$ cat config.mk
export PLATFORM = sky130hd
export DESIGN_NAME = wib_port
export DESIGN_NICKNAME = d
export VERILOG_FILES = /design/src/verilog/wib_pkg.sv /design/src/verilog/wib_port.sv
export SDC_FILE = /design/constraint.sdc
export NUM_CORES = 1
export LEC_CHECK = 0
export BUFFER_PORTS_ARGS = -buffer_cell sky130_fd_sc_hd__buf_4
export CAP_MARGIN = 30
export CORE_MARGIN = 4
export CORE_UTILIZATION = 45
export DETAILED_ROUTE_END_ITERATION = 10
export GPL_TIMING_DRIVEN = 0
export PLACE_DENSITY = 0.83
export SYNTH_ARGS = -nofsm -noshare
export SYNTH_HDL_FRONTEND = slang
export SYNTH_SLANG_ARGS = --single-unit
$ cat constraint.sdc
create_clock -name clk_i -period 2.3 [get_ports clk_i]
set_clock_uncertainty 0.2 [all_clocks]
set_input_delay 0.23 -clock clk_i [delete_from_list [all_inputs] [get_ports clk_i]]
set_output_delay 0.23 -clock clk_i [all_outputs]
set_load 0.005 [all_outputs]
$ cat src/verilog/wib_pkg.sv
// Purpose: constants and types for the wide external bus port
// Assumes: core clock 25 MHz, one cpu clock period per rising clk_i edge
// Notes:   register offset is a special function register address
package wib_pkg;
   localparam logic [7:0] WIB_UPPER_DATA_OFS = 8'hf9;
   localparam int         WIB_CYCLE_PERIODS   = 6;
   localparam int         WIB_STROBE_SHORT    = 3;
   localparam int         WIB_STROBE_LONG     = 15;
   localparam int         WIB_ADDR_PERIODS    = 2;
   localparam logic [7:0] WIB_UPPER_RESET     = 8'h00;

   typedef enum logic [3:0] {
      WIB_IDLE   = 4'b0001,
      WIB_ADDR   = 4'b0010,
      WIB_STROBE = 4'b0100,
      WIB_HOLD   = 4'b1000
   } wib_state_t;

   // access request from the core
   typedef struct packed {
      logic        write;
      logic        indirect;
      logic [15:0] addr;
      logic [7:0]  low_data;
   } wib_req_t;

   // ports as seen from the pin side
   typedef struct packed {
      logic [7:0] low_out;
      logic       low_oe;
      logic [7:0] high_out;
      logic       high_oe;
   } wib_pins_t;
endpackage

$ cat src/verilog/wib_port.sv
// Purpose: external move bus cycle engine with optional 16-bit data path
// Assumes: core holds request fields stable while busy_o is high
// Notes:   one external move per start pulse; address phase uses ale_o
//
// Notes on behaviour
// - write and read strobes can be lengthened by the stretch bit.
// - register-indirect move drives high port latch on high lines.
// - pointer move with page access select drives port latch, not pointer high.
// - low port carries data 7..0, high port carries data 15..8.
// - other device controls come from an address latch or port pins.
// - ale marks a valid low address on the low lines.
// - both line groups multiplex address and data.
// - read strobe is port three bit seven, write is bit six.
// - software loads upper byte before write; it is driven during write.
// - every wide read captures high data into the upper byte register.
// - wide bus enable makes each external move a 16-bit transfer.
// - a plain bus cycle spans six cpu clock periods.
// - stretch bit lengthens strobe width from three to fifteen periods.
// - low data byte comes from and returns to the accumulator.
`timescale 1ns/1ps
module wib_port #(
   parameter int STROBE_SHORT = wib_pkg::WIB_STROBE_SHORT,
   parameter int STROBE_LONG  = wib_pkg::WIB_STROBE_LONG
) (
   // clock and reset
   input  wire logic              clk_i,
   input  wire logic              resetn_i,
   // auxiliary control bits
   input  wire logic              wide_bus_enable_i,
   input  wire logic              strobe_stretch_bit_i,
   input  wire logic              page_access_select_i,
   input  wire logic [7:0]        high_port_latch_i,
   // core access request
   input  wire logic              start_i,
   input  wire wib_pkg::wib_req_t req_i,
   output logic                   busy_o,
   output logic                   done_o,
   output logic [7:0]             accumulator_reg_o,
   // special function register access
   input  wire logic              sfr_wr_i,
   input  wire logic [7:0]        sfr_addr_i,
   input  wire logic [7:0]        sfr_wdata_i,
   output logic [7:0]             upper_data_byte_o,
   // pins
   input  wire logic [7:0]        low_addr_data_lines_i,
   input  wire logic [7:0]        high_addr_lines_i,
   output wib_pkg::wib_pins_t     pins_o,
   output logic                   ale_o,
   output logic                   p3_7_rd_n_o,
   output logic                   p3_6_wr_n_o
);
   import wib_pkg::*;

   // port latch stands in for the address high byte
   function automatic logic [7:0] pick_high_addr(
      input logic       indirect,
      input logic       page_sel,
      input logic [7:0] latch,
      input logic [7:0] addr_high
   );
      return (indirect || page_sel) ? latch : addr_high;
   endfunction

   // state and request
   wib_state_t  state_r;
   wib_state_t  state_nxt;
   logic [4:0]  cnt_r;
   logic [4:0]  cnt_nxt;
   wib_req_t    req_r;
   wib_req_t    req_nxt;
   logic        wide_r;
   logic        wide_nxt;
   // data registers
   logic [7:0]  upper_data_byte_r;
   logic [7:0]  upper_data_byte_nxt;
   logic [7:0]  acc_r;
   logic [7:0]  acc_nxt;
   // pin registers
   logic [7:0]  low_out_r;
   logic [7:0]  low_out_nxt;
   logic [7:0]  high_out_r;
   logic [7:0]  high_out_nxt;
   logic        low_oe_r;
   logic        low_oe_nxt;
   logic        high_oe_r;
   logic        high_oe_nxt;
   logic        ale_r;
   logic        ale_nxt;
   logic        rd_n_r;
   logic        rd_n_nxt;
   logic        wr_n_r;
   logic        wr_n_nxt;

   // strobe width chosen at the end of the address phase
   wire  [4:0]  strobe_len    = strobe_stretch_bit_i ? 5'(STROBE_LONG) : 5'(STROBE_SHORT);
   // hold period fills the plain cycle out to six periods
   localparam logic [4:0] HOLD_LEN =
      5'(WIB_CYCLE_PERIODS - WIB_ADDR_PERIODS - WIB_STROBE_SHORT);
   wire         last          = (cnt_r == 5'h01);
   wire         sfr_hit       = sfr_wr_i && (sfr_addr_i == WIB_UPPER_DATA_OFS);
   wire         from_idle     = (state_r == WIB_IDLE);
   wire         take_req      = from_idle && start_i;
   wire         strobe_end    = (state_r == WIB_STROBE) && last;
   wire         read_end      = strobe_end && !req_r.write;
   wire         enter_addr    = (state_nxt == WIB_ADDR);
   wire         enter_strobe  = (state_nxt == WIB_STROBE);
   wire         going_idle    = (state_nxt == WIB_IDLE);
   wire         data_write    = !enter_addr && !going_idle && req_r.write;
   wire         data_read     = !enter_addr && !going_idle && !req_r.write;
   // latch value read live, so software may retarget it mid-cycle
   wire  [7:0]  high_addr     = pick_high_addr(req_r.indirect, page_access_select_i,
                                               high_port_latch_i, req_r.addr[15:8]);
   wire  [7:0]  high_addr_new = pick_high_addr(req_i.indirect, page_access_select_i,
                                               high_port_latch_i, req_i.addr[15:8]);
   // low address shown first so a board latch can hold controls
   wire  [7:0]  addr_low_sel  = from_idle ? req_i.addr[7:0] : req_r.addr[7:0];
   wire  [7:0]  addr_high_sel = from_idle ? high_addr_new : high_addr;
   // upper byte on the high lines of a wide write
   wire  [7:0]  write_high    = wide_r ? upper_data_byte_r : high_addr;

   always_comb begin
      state_nxt = state_r;
      cnt_nxt   = cnt_r;
      if (cnt_r != 5'h00) begin
         cnt_nxt = cnt_r - 5'h01;
      end
      case (state_r)
         WIB_IDLE: begin
            if (start_i) begin
               state_nxt = WIB_ADDR;
               cnt_nxt   = 5'(WIB_ADDR_PERIODS);
            end
         end
         WIB_ADDR: begin
            if (last) begin
               state_nxt = WIB_STROBE;
               cnt_nxt   = strobe_len;
            end
         end
         WIB_STROBE: begin
            if (last) begin
               state_nxt = WIB_HOLD;
               cnt_nxt   = HOLD_LEN;
            end
         end
         WIB_HOLD: begin
            if (last) begin
               state_nxt = WIB_IDLE;
            end
         end
         default: begin
            state_nxt = WIB_IDLE;
            cnt_nxt   = 5'h00;
         end
      endcase
   end

   // width and request fixed for the whole transfer
   assign req_nxt  = take_req ? req_i : req_r;
   assign wide_nxt = take_req ? wide_bus_enable_i : wide_r;
   // low byte into the accumulator at the end of a read
   assign acc_nxt  = read_end ? low_addr_data_lines_i : acc_r;
   // capture high byte on wide read; it beats a software write
   // software preload of the upper byte
   assign upper_data_byte_nxt = (read_end && wide_r)   ? high_addr_lines_i :
                                (!read_end && sfr_hit) ? sfr_wdata_i : upper_data_byte_r;

   // ale for the first address period only
   assign ale_nxt  = enter_addr && (cnt_nxt == 5'(WIB_ADDR_PERIODS));
   assign rd_n_nxt = !(enter_strobe && !req_r.write);
   assign wr_n_nxt = !(enter_strobe && req_r.write);
   // address, then accumulator byte on a write
   assign low_out_nxt  = enter_addr ? addr_low_sel :
                         data_write ? req_r.low_data : low_out_r;
   assign low_oe_nxt   = enter_addr || data_write;
   // address, then upper byte or address high byte
   assign high_out_nxt = enter_addr ? addr_high_sel :
                         data_write ? write_high :
                         data_read  ? high_addr : high_out_r;
   // narrow read keeps the address high byte driven on the high lines
   assign high_oe_nxt  = enter_addr || data_write || (data_read && !wide_r);

   // one short register per signal; reset values are constants only
   always_ff @(posedge clk_i) begin
      if (!resetn_i) begin
         state_r <= WIB_IDLE;
      end else begin
         state_r <= state_nxt;
      end
   end

   always_ff @(posedge clk_i) begin
      if (!resetn_i) begin
         cnt_r <= 5'h00;
      end else begin
         cnt_r <= cnt_nxt;
      end
   end

   always_ff @(posedge clk_i) begin
      if (!resetn_i) begin
         req_r <= '0;
      end else begin
         req_r <= req_nxt;
      end
   end

   always_ff @(posedge clk_i) begin
      if (!resetn_i) begin
         wide_r <= 1'b0;
      end else begin
         wide_r <= wide_nxt;
      end
   end

   always_ff @(posedge clk_i) begin
      if (!resetn_i) begin
         acc_r <= 8'h00;
      end else begin
         acc_r <= acc_nxt;
      end
   end

   // known reset value; software loads it before any wide write
   always_ff @(posedge clk_i) begin
      if (!resetn_i) begin
         upper_data_byte_r <= WIB_UPPER_RESET;
      end else begin
         upper_data_byte_r <= upper_data_byte_nxt;
      end
   end

   always_ff @(posedge clk_i) begin
      if (!resetn_i) begin
         low_out_r <= 8'h00;
      end else begin
         low_out_r <= low_out_nxt;
      end
   end

   always_ff @(posedge clk_i) begin
      if (!resetn_i) begin
         high_out_r <= 8'h00;
      end else begin
         high_out_r <= high_out_nxt;
      end
   end

   always_ff @(posedge clk_i) begin
      if (!resetn_i) begin
         low_oe_r <= 1'b0;
      end else begin
         low_oe_r <= low_oe_nxt;
      end
   end

   always_ff @(posedge clk_i) begin
      if (!resetn_i) begin
         high_oe_r <= 1'b0;
      end else begin
         high_oe_r <= high_oe_nxt;
      end
   end

   always_ff @(posedge clk_i) begin
      if (!resetn_i) begin
         ale_r <= 1'b0;
      end else begin
         ale_r <= ale_nxt;
      end
   end

   always_ff @(posedge clk_i) begin
      if (!resetn_i) begin
         rd_n_r <= 1'b1;
      end else begin
         rd_n_r <= rd_n_nxt;
      end
   end

   always_ff @(posedge clk_i) begin
      if (!resetn_i) begin
         wr_n_r <= 1'b1;
      end else begin
         wr_n_r <= wr_n_nxt;
      end
   end

   assign busy_o            = (state_r != WIB_IDLE);
   assign done_o            = (state_r == WIB_HOLD) && last;
   assign accumulator_reg_o = acc_r;
   assign upper_data_byte_o = upper_data_byte_r;
   assign pins_o.low_out    = low_out_r;
   assign pins_o.low_oe     = low_oe_r;
   assign pins_o.high_out   = high_out_r;
   assign pins_o.high_oe    = high_oe_r;
   assign ale_o             = ale_r;
   assign p3_7_rd_n_o       = rd_n_r;
   assign p3_6_wr_n_o       = wr_n_r;
endmodule
==> results.json, run 1 <==
{
  "end_kind": "flip-flop",
  "ir_drop_mv": 0.379,
  "die_w_um": 96.5,
  "antenna_found_initial": 0,
  "period_minus_slack_ps": 2320,
  "critPathTopFamily": "simple AND/OR/NAND/NOR gates",
  "synth_edf_count": 0,
  "maxCapViolCount": 0,
  "synth_top_cell_by_area": "dfxtp_1",
  "worst_slew_pin_slew_ps": 747,
  "syn_nets": 469,
  "synthArstFlopShare": 0,
  "fp-row-count": 32,
  "dpl_cell_area_mm2": 0.00449,
  "synth_area_mm2": 0.00352,
  "vias": 3965,
  "hp-class": "in -> reg",
  "period_share": 1.01,
  "synth.distinct_cells": 59,
  "cp_max_fo": 9,
  "clkSlewWorstSetupHoldPaths_ps": 70,
  "drc_errors": 0,
  "r2r_start": "req_r[24]",
  "drtPass1Iterations": 5,
  "synth_common_cells": "81 x nand2_1, 73 x dfxtp_1, 40 x a21oi_1, 19 x nor2_1, 13 x clkbuf_1",
  "grt_max_degree": 12,
  "yosys-top-cells-area": "dfxtp_1 41%, nand2_1 8.6%, a21oi_1 5.7%",
  "drtAntennaViolNets": 0,
  "grt_pass1_wl_mm": 18.7,
  "fin_area_mm2": 0.00553,
  "drive_gt1_frac": 0.392,
  "rrSetupSlack_ps": -20,
  "status": "finished with violations",
  "ys_ff_latch": 73,
  "rsz0062_at_grt": "yes",
  "crit_path_end": "high_out_r[0]",
  "yosys_warnings": 0,
  "fill_cells": 574,
  "power_mw": 3.02,
  "crit_arrival_ps": 2380,
  "critPathKind": "reg -> reg",
  "worstPathCellList": "or2_2, buf_1, nor2_2, nor2_1, a21oi_1, o211ai_1",
  "grt_usage": 0.263,
  "diodes": 0,
  "initial_core_util": 0.458,
  "cts_buffers": 9,
  "fin_util": 0.720,
  "yosysTopAreaCellShare": 0.415,
  "setup_viol_count_final": 1,
  "max_freq_mhz": 431,
  "path_depth": 6,
  "post_drt_wl_per_cell_um": 18.5,
  "violations": "negative setup slack",
  "final_hold_viol_count": 0,
  "portBuffers": 111,
  "timing.slew.headroom": 0.502,
  "vias_per_cell": 5.74,
  "critPathSlowestCell": "nor2_1",
  "grt_pass1_vias": 3969,
  "reg2reg_depth": 6,
  "gp_congestion": 0.919,
  "syn_inst": 393,
  "cts_root_buf": "clkbuf_8",
  "power_density_mw_per_mm2": 546,
  "worstSetupStartpoint": "req_r[24]",
  "insertion_delay_ps": 350,
  "overflow": 0,
  "crit_buf_inv": 1,
  "drtIter0Drc": 299,
  "cts_sinks": 73,
  "max_stage_delay_ps": 510,
  "pin_count": 112,
  "setup_slack_ps": -21.4,
  "start_kind": "flip-flop",
  "cts_tree": "yes",
  "min-delay-start": "high_port_latch_i[3]",
  "die_h_um": 96.5,
  "seq_area_frac_synth": 0.415,
  "hpwlAfterDp_mm": 7.71,
  "report.final.slew_viol_count": 0,
  "fp.dieArea_mm2": 0.00931,
  "syn_avg_cell_area_um2": 8.97,
  "routed_wl_mm": 12.8,
  "cts_max_level": 3,
  "yosysMostFrequentCell": "nand2_1",
  "power.leakage_nw": 2.21,
  "area_growth_pct": 56.9,
  "coreArea_mm2": 0.00769,
  "r2r-end": "high_out_r[0]",
  "cp.required_ps": 2360,
  "cts_buffer_depth": 2,
  "nNetsFinal": 661,
  "synthFlopType": "dfxtp_1"
}
-- kinds of logic (layout without fill, tap and decap cells) --
group / after synthesis / count (layout) / synth area share
AO/OA/AOI/OAI: 114 / 114 / 0.252
XOR/XNOR: 2 / 2 / 0.00497
flip-flops: 73 / 73 / 0.415
adder cells (fa/ha/maj): 3 / 3 / 0.0107
buffers and inverters: 33 / 229 / 0.0444
multiplexers: 21 / 21 / 0.0632
AND/OR/NAND/NOR: 147 / 147 / 0.211
-- worst reg2reg max path, cell delays in order (launching register included) --
cell,delay (ps)
dfxtp_1,340
or2_2,120
buf_1,450
nor2_2,200
nor2_1,510
a21oi_1,200
o211ai_1,220
-- timing repair --
action                                  CTS  global route
setup buffers                            13            10
pin swaps                                 5            14
resized for setup                        33            25
cloned                                    1             0
hold endpoints to repair                 53             0
hold buffers                             46             0
endpoints found under the setup margin   38            48
-- worst min path at each step --
stage	end	slack [ps]	depth (start not counted)
after floorplan	req_r[24]	170	2
after global placement	p3_6_wr_n_o	240	1
after detailed placement	p3_6_wr_n_o	240	1
after CTS	high_out_r[3]	4	3
after global routing	high_out_r[3]	10	3
final	high_out_r[3]	4	3
-- report_power, final --
group	internal, mW	switching [mW]
logic	0.387	0.357
registers	1.34	0.0524
clock network	0.408	0.479
-- placed cells by master (no fill, tap or decap), drive strengths merged, types with 3 or more instances in the layout --
master	Yosys	layout
a22o	6	6
a21oi	40	40
o211ai	8	8
mux2i	11	11
nand2	82	82
o21a	9	9
clkinv	0	4
buf	12	144
dlygate4sd3	0	46
nand3b	3	3
nor4b	5	5
and2	3	3
nor3	4	4
o31ai	9	9
inv	8	8
a41oi	8	8
o221ai	7	7
clkbuf	13	27
nand2b	3	3
a31oi	5	5
or4b	3	3
o21ai	6	6
o221a	7	7
nand3	11	11
ha	3	3
nor2	19	19
mux2	10	10
dfxtp	73	73
-- metal layers --
layer	up-vias	global-route usage	share of wire
li1	1813	-	-
met1	1888	0.303	0.38
met2	219	0.474	0.51
met3	45	0.0465	0.075
met4	0	0.117	0.033
met5	-	0	0
-- area by class of cell --
| class | instances | area (um2) | area share |
|---|---|---|---|
| multi-input cells | 287 | 2100 | 0.379 |
| repair buffers | 181 | 1490 | 0.269 |
| well taps | 102 | 128 | 0.0231 |
| inverters | 8 | 30.0 | 0.00543 |
| clock buffers | 11 | 141 | 0.0256 |
| clock inverters | 4 | 20.0 | 0.00362 |
| plain buffers | 25 | 160 | 0.0290 |
| flip-flops and latches | 73 | 1470 | 0.265 |
-- through the flow --
step	hold WS (ps)	cells	setup TNS [ps]	worst slack, ps
2_1_floorplan	166	393	-5.39	-5.39
3_3_place_gp	236	606	-6140	-265
3_5_place_dp	243	606	-7250	-347
4_1_cts	4.28	681	0	4.18
5_1_grt	9.71	691	-1190	-128
6_report	4.27	691	-21.4	-21.4
-- state kept, by name, summed over array words and instances, names as in the netlist --
name	flops
accumulator_reg_o	8
ale_o	1
cnt_r	5
high_oe_r	1
high_out_r	8
low_oe_r	1
low_out_r	8
p3_6_wr_n_o	1
p3_7_rd_n_o	1
req_r	26
state_r	4
upper_data_byte_o	8
wide_r	1
No activity file was read; power rests on OpenSTA's default activity.
==> inputs of run 2 (changes only) <==
- CAP_MARGIN: 30 -> 20
- PLACE_DENSITY: 0.83 -> 0.8
- clock period: 2.3 -> 2.83 ns (I/O delays scaled with it)
==> results.json, run 2 (synthesis gave the netlist of run 1 again) <==
{
  "cp_max_fo": 10,
  "diodes": 0,
  "cts_tree": "yes",
  "area_growth_pct": 43.2,
  "drtIter0Drc": 242,
  "drtPass1Iterations": 5,
  "antenna_found_initial": 0,
  "grt_max_degree": 13,
  "dp.cells": 606,
  "final_cells": 654,
  "drtAntennaViolNets": 0,
  "clkSlewWorstSetupHoldPaths_ps": 80,
  "multi_input_area_mm2": 0.00192,
  "period_share": 0.912,
  "coreArea_mm2": 0.00769,
  "largest_register_ffs": 26,
  "cts_buffer_depth": 2,
  "fill_cells": 660,
  "seq_area_mm2": 0.00146,
  "fp.dieArea_mm2": 0.00931,
  "final_cell_mix": "114 x buf_4, 81 x nand2_1, 73 x dfxtp_1",
  "post_drt_wl_per_cell_um": 16.6,
  "period_minus_slack_ps": 2580,
  "finalSetupTns_ps": 0,
  "final_hold_viol_count": 0,
  "critPathKind": "reg -> reg",
  "setup_viol_count_final": 0,
  "power.leakage_nw": 2.02,
  "die_h_um": 96.5,
  "grt_busiest_layer": "met2",
  "vias_per_cell": 5.50,
  "cts_buffers": 9,
  "hold_ws_ps": 16.7,
  "final_common_cell": "buf_4",
  "top_register": "req_r",
  "use_met3": 0.0573,
  "crit_arrival_ps": 2630,
  "rsz0062_at_grt": "no",
  "fp-row-count": 32,
  "cts_root_buf": "clkbuf_8",
  "start_kind": "flip-flop",
  "status": "finished, final reports clean",
  "drive_gt1_frac": 0.324,
  "worst_slew_pin_slew_ps": 734,
  "ir_drop_mv": 0.411,
  "maxCapViolCount": 0,
  "portBuffers": 111,
  "nNetsFinal": 624,
  "overflow": 0,
  "report.final.slew_viol_count": 0,
  "pin_count": 112,
  "cts_sinks": 73,
  "grt_usage": 0.241,
  "fin_util": 0.657,
  "hp-class": "in -> reg",
  "cp.required_ps": 2870,
  "grt_pass1_wl_mm": 16.9,
  "end_kind": "flip-flop",
  "drc_errors": 0,
  "grtUsageMet1": 0.294,
  "vias": 3595,
  "insertion_delay_ps": 350,
  "initial_core_util": 0.458,
  "routed_wl_mm": 10.8,
  "timing.slew.headroom": 0.509,
  "grt_pass1_vias": 3505,
  "power_density_mw_per_mm2": 501,
  "max_freq_mhz": 387,
  "gp_congestion": 0.901,
  "cts_max_level": 3,
  "die_w_um": 96.5,
  "globalRouteMet2Util": 0.410,
  "hpwlAfterDp_mm": 7.63
}
## run 2: cell count changes in the layout (fill, tap and decap cells not counted), moves of 3 or more
cell           previous run  this run
clkbuf_4                  3         0
nor2_1                   16        19
buf_2                     1         5
clkbuf_2                  4         1
o31ai_2                   4         0
dlygate4sd3_1            46        33
dfxtp_2                   3         0
clkinv_2                  4         1
o31ai_1                   5         9
dfxtp_1                  70        73
buf_4                   136       114
## run 2: worst max-delay path, stage by stage (launching register included)
cell and delay [ps]:
dfxtp_1 320, inv_1 90, ha_1 160, or4b_4 460, buf_6 160, a22oi_4 330
o21ai_4 190, or2_1 260, buf_6 160, and2_4 150
## run 2: power breakdown
| group | internal (mW) | total [mW] | switching (mW) |
|---|---|---|---|
| clock | 0.514 | 0.902 | 0.388 |
| combinational | 0.257 | 0.504 | 0.247 |
| sequential | 1.08 | 1.12 | 0.0356 |
## run 2: area by class of cell
class	count	share of cell area
buffer	25	0.0253
clock buffer	10	0.0273
timing repair buffer	144	0.231
tap	102	0.0253
multi-input combinational	287	0.380
inverter	8	0.00595
sequential	73	0.290
clock inverter	5	0.0159
## run 2: stage by stage
step,setup slack [ps],power [mW],area [um2]
2_1_floorplan,525,1.40,3520
3_3_place_gp,226,1.59,4490
3_5_place_dp,192,1.60,4490
4_1_cts,160,2.53,5030
5_1_grt,9.43,2.64,5050
6_report,249,2.53,5050
## run 2: layer usage
layer | vias to the layer above | part of all wire
li1 | 1742 | -
met1 | 1700 | 0.41
met2 | 132 | 0.50
met3 | 21 | 0.068
met4 | 0 | 0.022
met5 | - | 0
## run 2: worst paths after layout
| kind | depth (start not counted) | slack [ps] | startpoint | to |
|---|---|---|---|---|
| worst max-delay path | 9 | 250 | cnt_r[1] | low_oe_r |
| worst min-delay path | 2 | 20 | sfr_wdata_i[3] | upper_data_byte_o[3] |
| worst max register to register | 9 | 250 | cnt_r[1] | low_oe_r |
| worst min register to register | 2 | 260 | req_r[24] | req_r[24] |
## run 2: repair_timing
item	CTS	global route
hold buffers	33	0
gates resized for setup	0	4
endpoints found under the hold margin	33	0
setup buffers	0	0
setup endpoints to repair	0	7
==> inputs of run 3 (changes only) <==
- CAP_MARGIN: 20 -> default
- SETUP_SLACK_MARGIN: default -> 0.4
==> results.json, run 3 (synthesis gave the netlist of run 1 again) <==
{
  "hold_path_depth": 2,
  "reg2reg_depth": 7,
  "nNetsFinal": 639,
  "setup_viol_count_final": 0,
  "portBuffers": 111,
  "gp_congestion": 0.901,
  "cts_root_buf": "clkbuf_8",
  "post_drt_wl_per_cell_um": 17.1,
  "initial_core_util": 0.458,
  "crit_arrival_ps": 2370,
  "largest_register_ffs": 26,
  "drtIter0Drc": 285,
  "rrSetupSlack_ps": 480,
  "fp.dieArea_mm2": 0.00931,
  "top_register": "req_r",
  "fill_cells": 596,
  "seq_power_share": 0.432,
  "drtPass1Iterations": 5,
  "combinationalPowerShare": 0.218,
  "insertion_delay_ps": 350,
  "pwr-share-clk": 0.350,
  "cts_buffer_depth": 2,
  "power_switching_mw": 0.708,
  "rsz0062_at_grt": "no",
  "hpwlAfterDp_mm": 7.63,
  "cts_tree": "yes",
  "die_h_um": 96.5,
  "overflow": 0,
  "multi_input_area_mm2": 0.00207,
  "final_hold_viol_count": 0,
  "dp.cells": 606,
  "critPathKind": "reg -> reg",
  "die_w_um": 96.5,
  "maxCapViolCount": 0,
  "max_freq_mhz": 425,
  "final_cell_mix": "125 x buf_4, 81 x nand2_1, 70 x dfxtp_1",
  "report.final.slew_viol_count": 0,
  "power.internal_mw": 1.89,
  "cts_max_level": 3,
  "seq_area_mm2": 0.00147,
  "clkSlewWorstSetupHoldPaths_ps": 90,
  "grt_usage": 0.244,
  "power.leakage_nw": 2.14,
  "pin_count": 112,
  "worstSetupStartpoint": "state_r[1]",
  "coreArea_mm2": 0.00769,
  "period_share": 0.831,
  "cp.required_ps": 2850,
  "p_sw_frac": 0.272,
  "worst_slew_pin_slew_ps": 592,
  "finalSetupTns_ps": 0,
  "cp_max_fo": 10,
  "grt_pass1_vias": 3579,
  "start_kind": "flip-flop",
  "power_density_mw_per_mm2": 484,
  "final_cells": 669,
  "crit_path_end": "high_out_r[5]",
  "r2r-end": "high_out_r[5]",
  "area_growth_pct": 52.6,
  "timing.slew.headroom": 0.605,
  "cts_sinks": 73,
  "r2r_start": "state_r[1]",
  "ir_drop_mv": 0.411,
  "drc_errors": 0,
  "status": "finished, final reports clean",
  "final_common_cell": "buf_4",
  "drive_gt1_frac": 0.376,
  "grt_pass1_wl_mm": 17.2,
  "drtAntennaViolNets": 0,
  "antenna_found_initial": 0,
  "diodes": 0,
  "hp-class": "in -> reg",
  "fp-row-count": 32,
  "vias_per_cell": 5.64,
  "routed_wl_mm": 11.4,
  "grt_max_degree": 13,
  "cts_buffers": 9,
  "period_minus_slack_ps": 2350,
  "vias": 3775,
  "end_kind": "flip-flop"
}
-- run 3: cell count changes in the layout (fill, tap and decap cells not counted), sizes merged --
cell / change
buf: +14
clkbuf: +1
-- run 3: critical path, cell delays in order (launching register included) --
cell and delay (ps):
dfxtp_1 350, buf_2 270, nor4b_4 420, nor2_1 100, and3_1 190, buf_2 180
a222oi_1 360, o211ai_1 140
-- run 3: per-layer routing --
layer / vias up / wire (um) / global-route usage
li1: 1782 / - / -
met1: 1779 / 4430 / 0.293
met2: 182 / 5770 / 0.420
met3: 32 / 832 / 0.0519
met4: 0 / 411 / 0.103
met5: - / 0 / 0
-- run 3: area by class of cell --
type                    instances  area share
multi-input cells             287       0.384
flip-flops and latches         73       0.272
repair buffers                159       0.245
plain buffers                  25      0.0282
clock buffers                  10      0.0256
well taps                     102      0.0237
clock inverters                 5      0.0149
inverters                       8     0.00558
-- run 3: power by group through the flow --
stage / Clock, mW / Sequential, mW / Combinational [mW]
after CTS: 0.913 / 1.12 / 0.508
after detailed placement: 0 / 1.14 / 0.462
after floorplan: 0 / 1.14 / 0.266
final: 0.911 / 1.12 / 0.566
after global placement: 0 / 1.14 / 0.449
after global routing: 0.968 / 1.13 / 0.611
-- run 3: per-stage QoR --
stage               setup WS (ps)   util  total power [mW]  instance area (um2)  hold slack, ps
CTS                           368  0.662              2.54                 5090            1.22
detailed placement            192  0.583              1.60                 4490             244
floorplan                     525      -              1.40                 3520             197
global placement              226  0.583              1.59                 4490             239
global route                  388  0.700              2.71                 5380            7.94
finish                        477  0.700              2.60                 5380            15.6
-- run 3: repair_timing --
item	in CTS	in global routing
resized for setup	10	35
cloned	0	1
hold buffers	33	0
endpoints found under the setup margin	32	44
hold endpoints to repair	33	0
pin swaps	1	6
setup buffers	1	13
-- run 3: worst min-delay path by stage --
stage	end	slack [ps]	from
6_report	upper_data_byte_o[3]	20	sfr_wdata_i[3]
5_1_grt	upper_data_byte_o[3]	8	sfr_wdata_i[3]
4_1_cts	upper_data_byte_o[3]	1	sfr_wdata_i[3]
3_5_place_dp	p3_6_wr_n_o	240	req_r[25]
3_3_place_gp	req_r[20]	240	req_r[20]
2_1_floorplan	p3_6_wr_n_o	200	req_r[25]
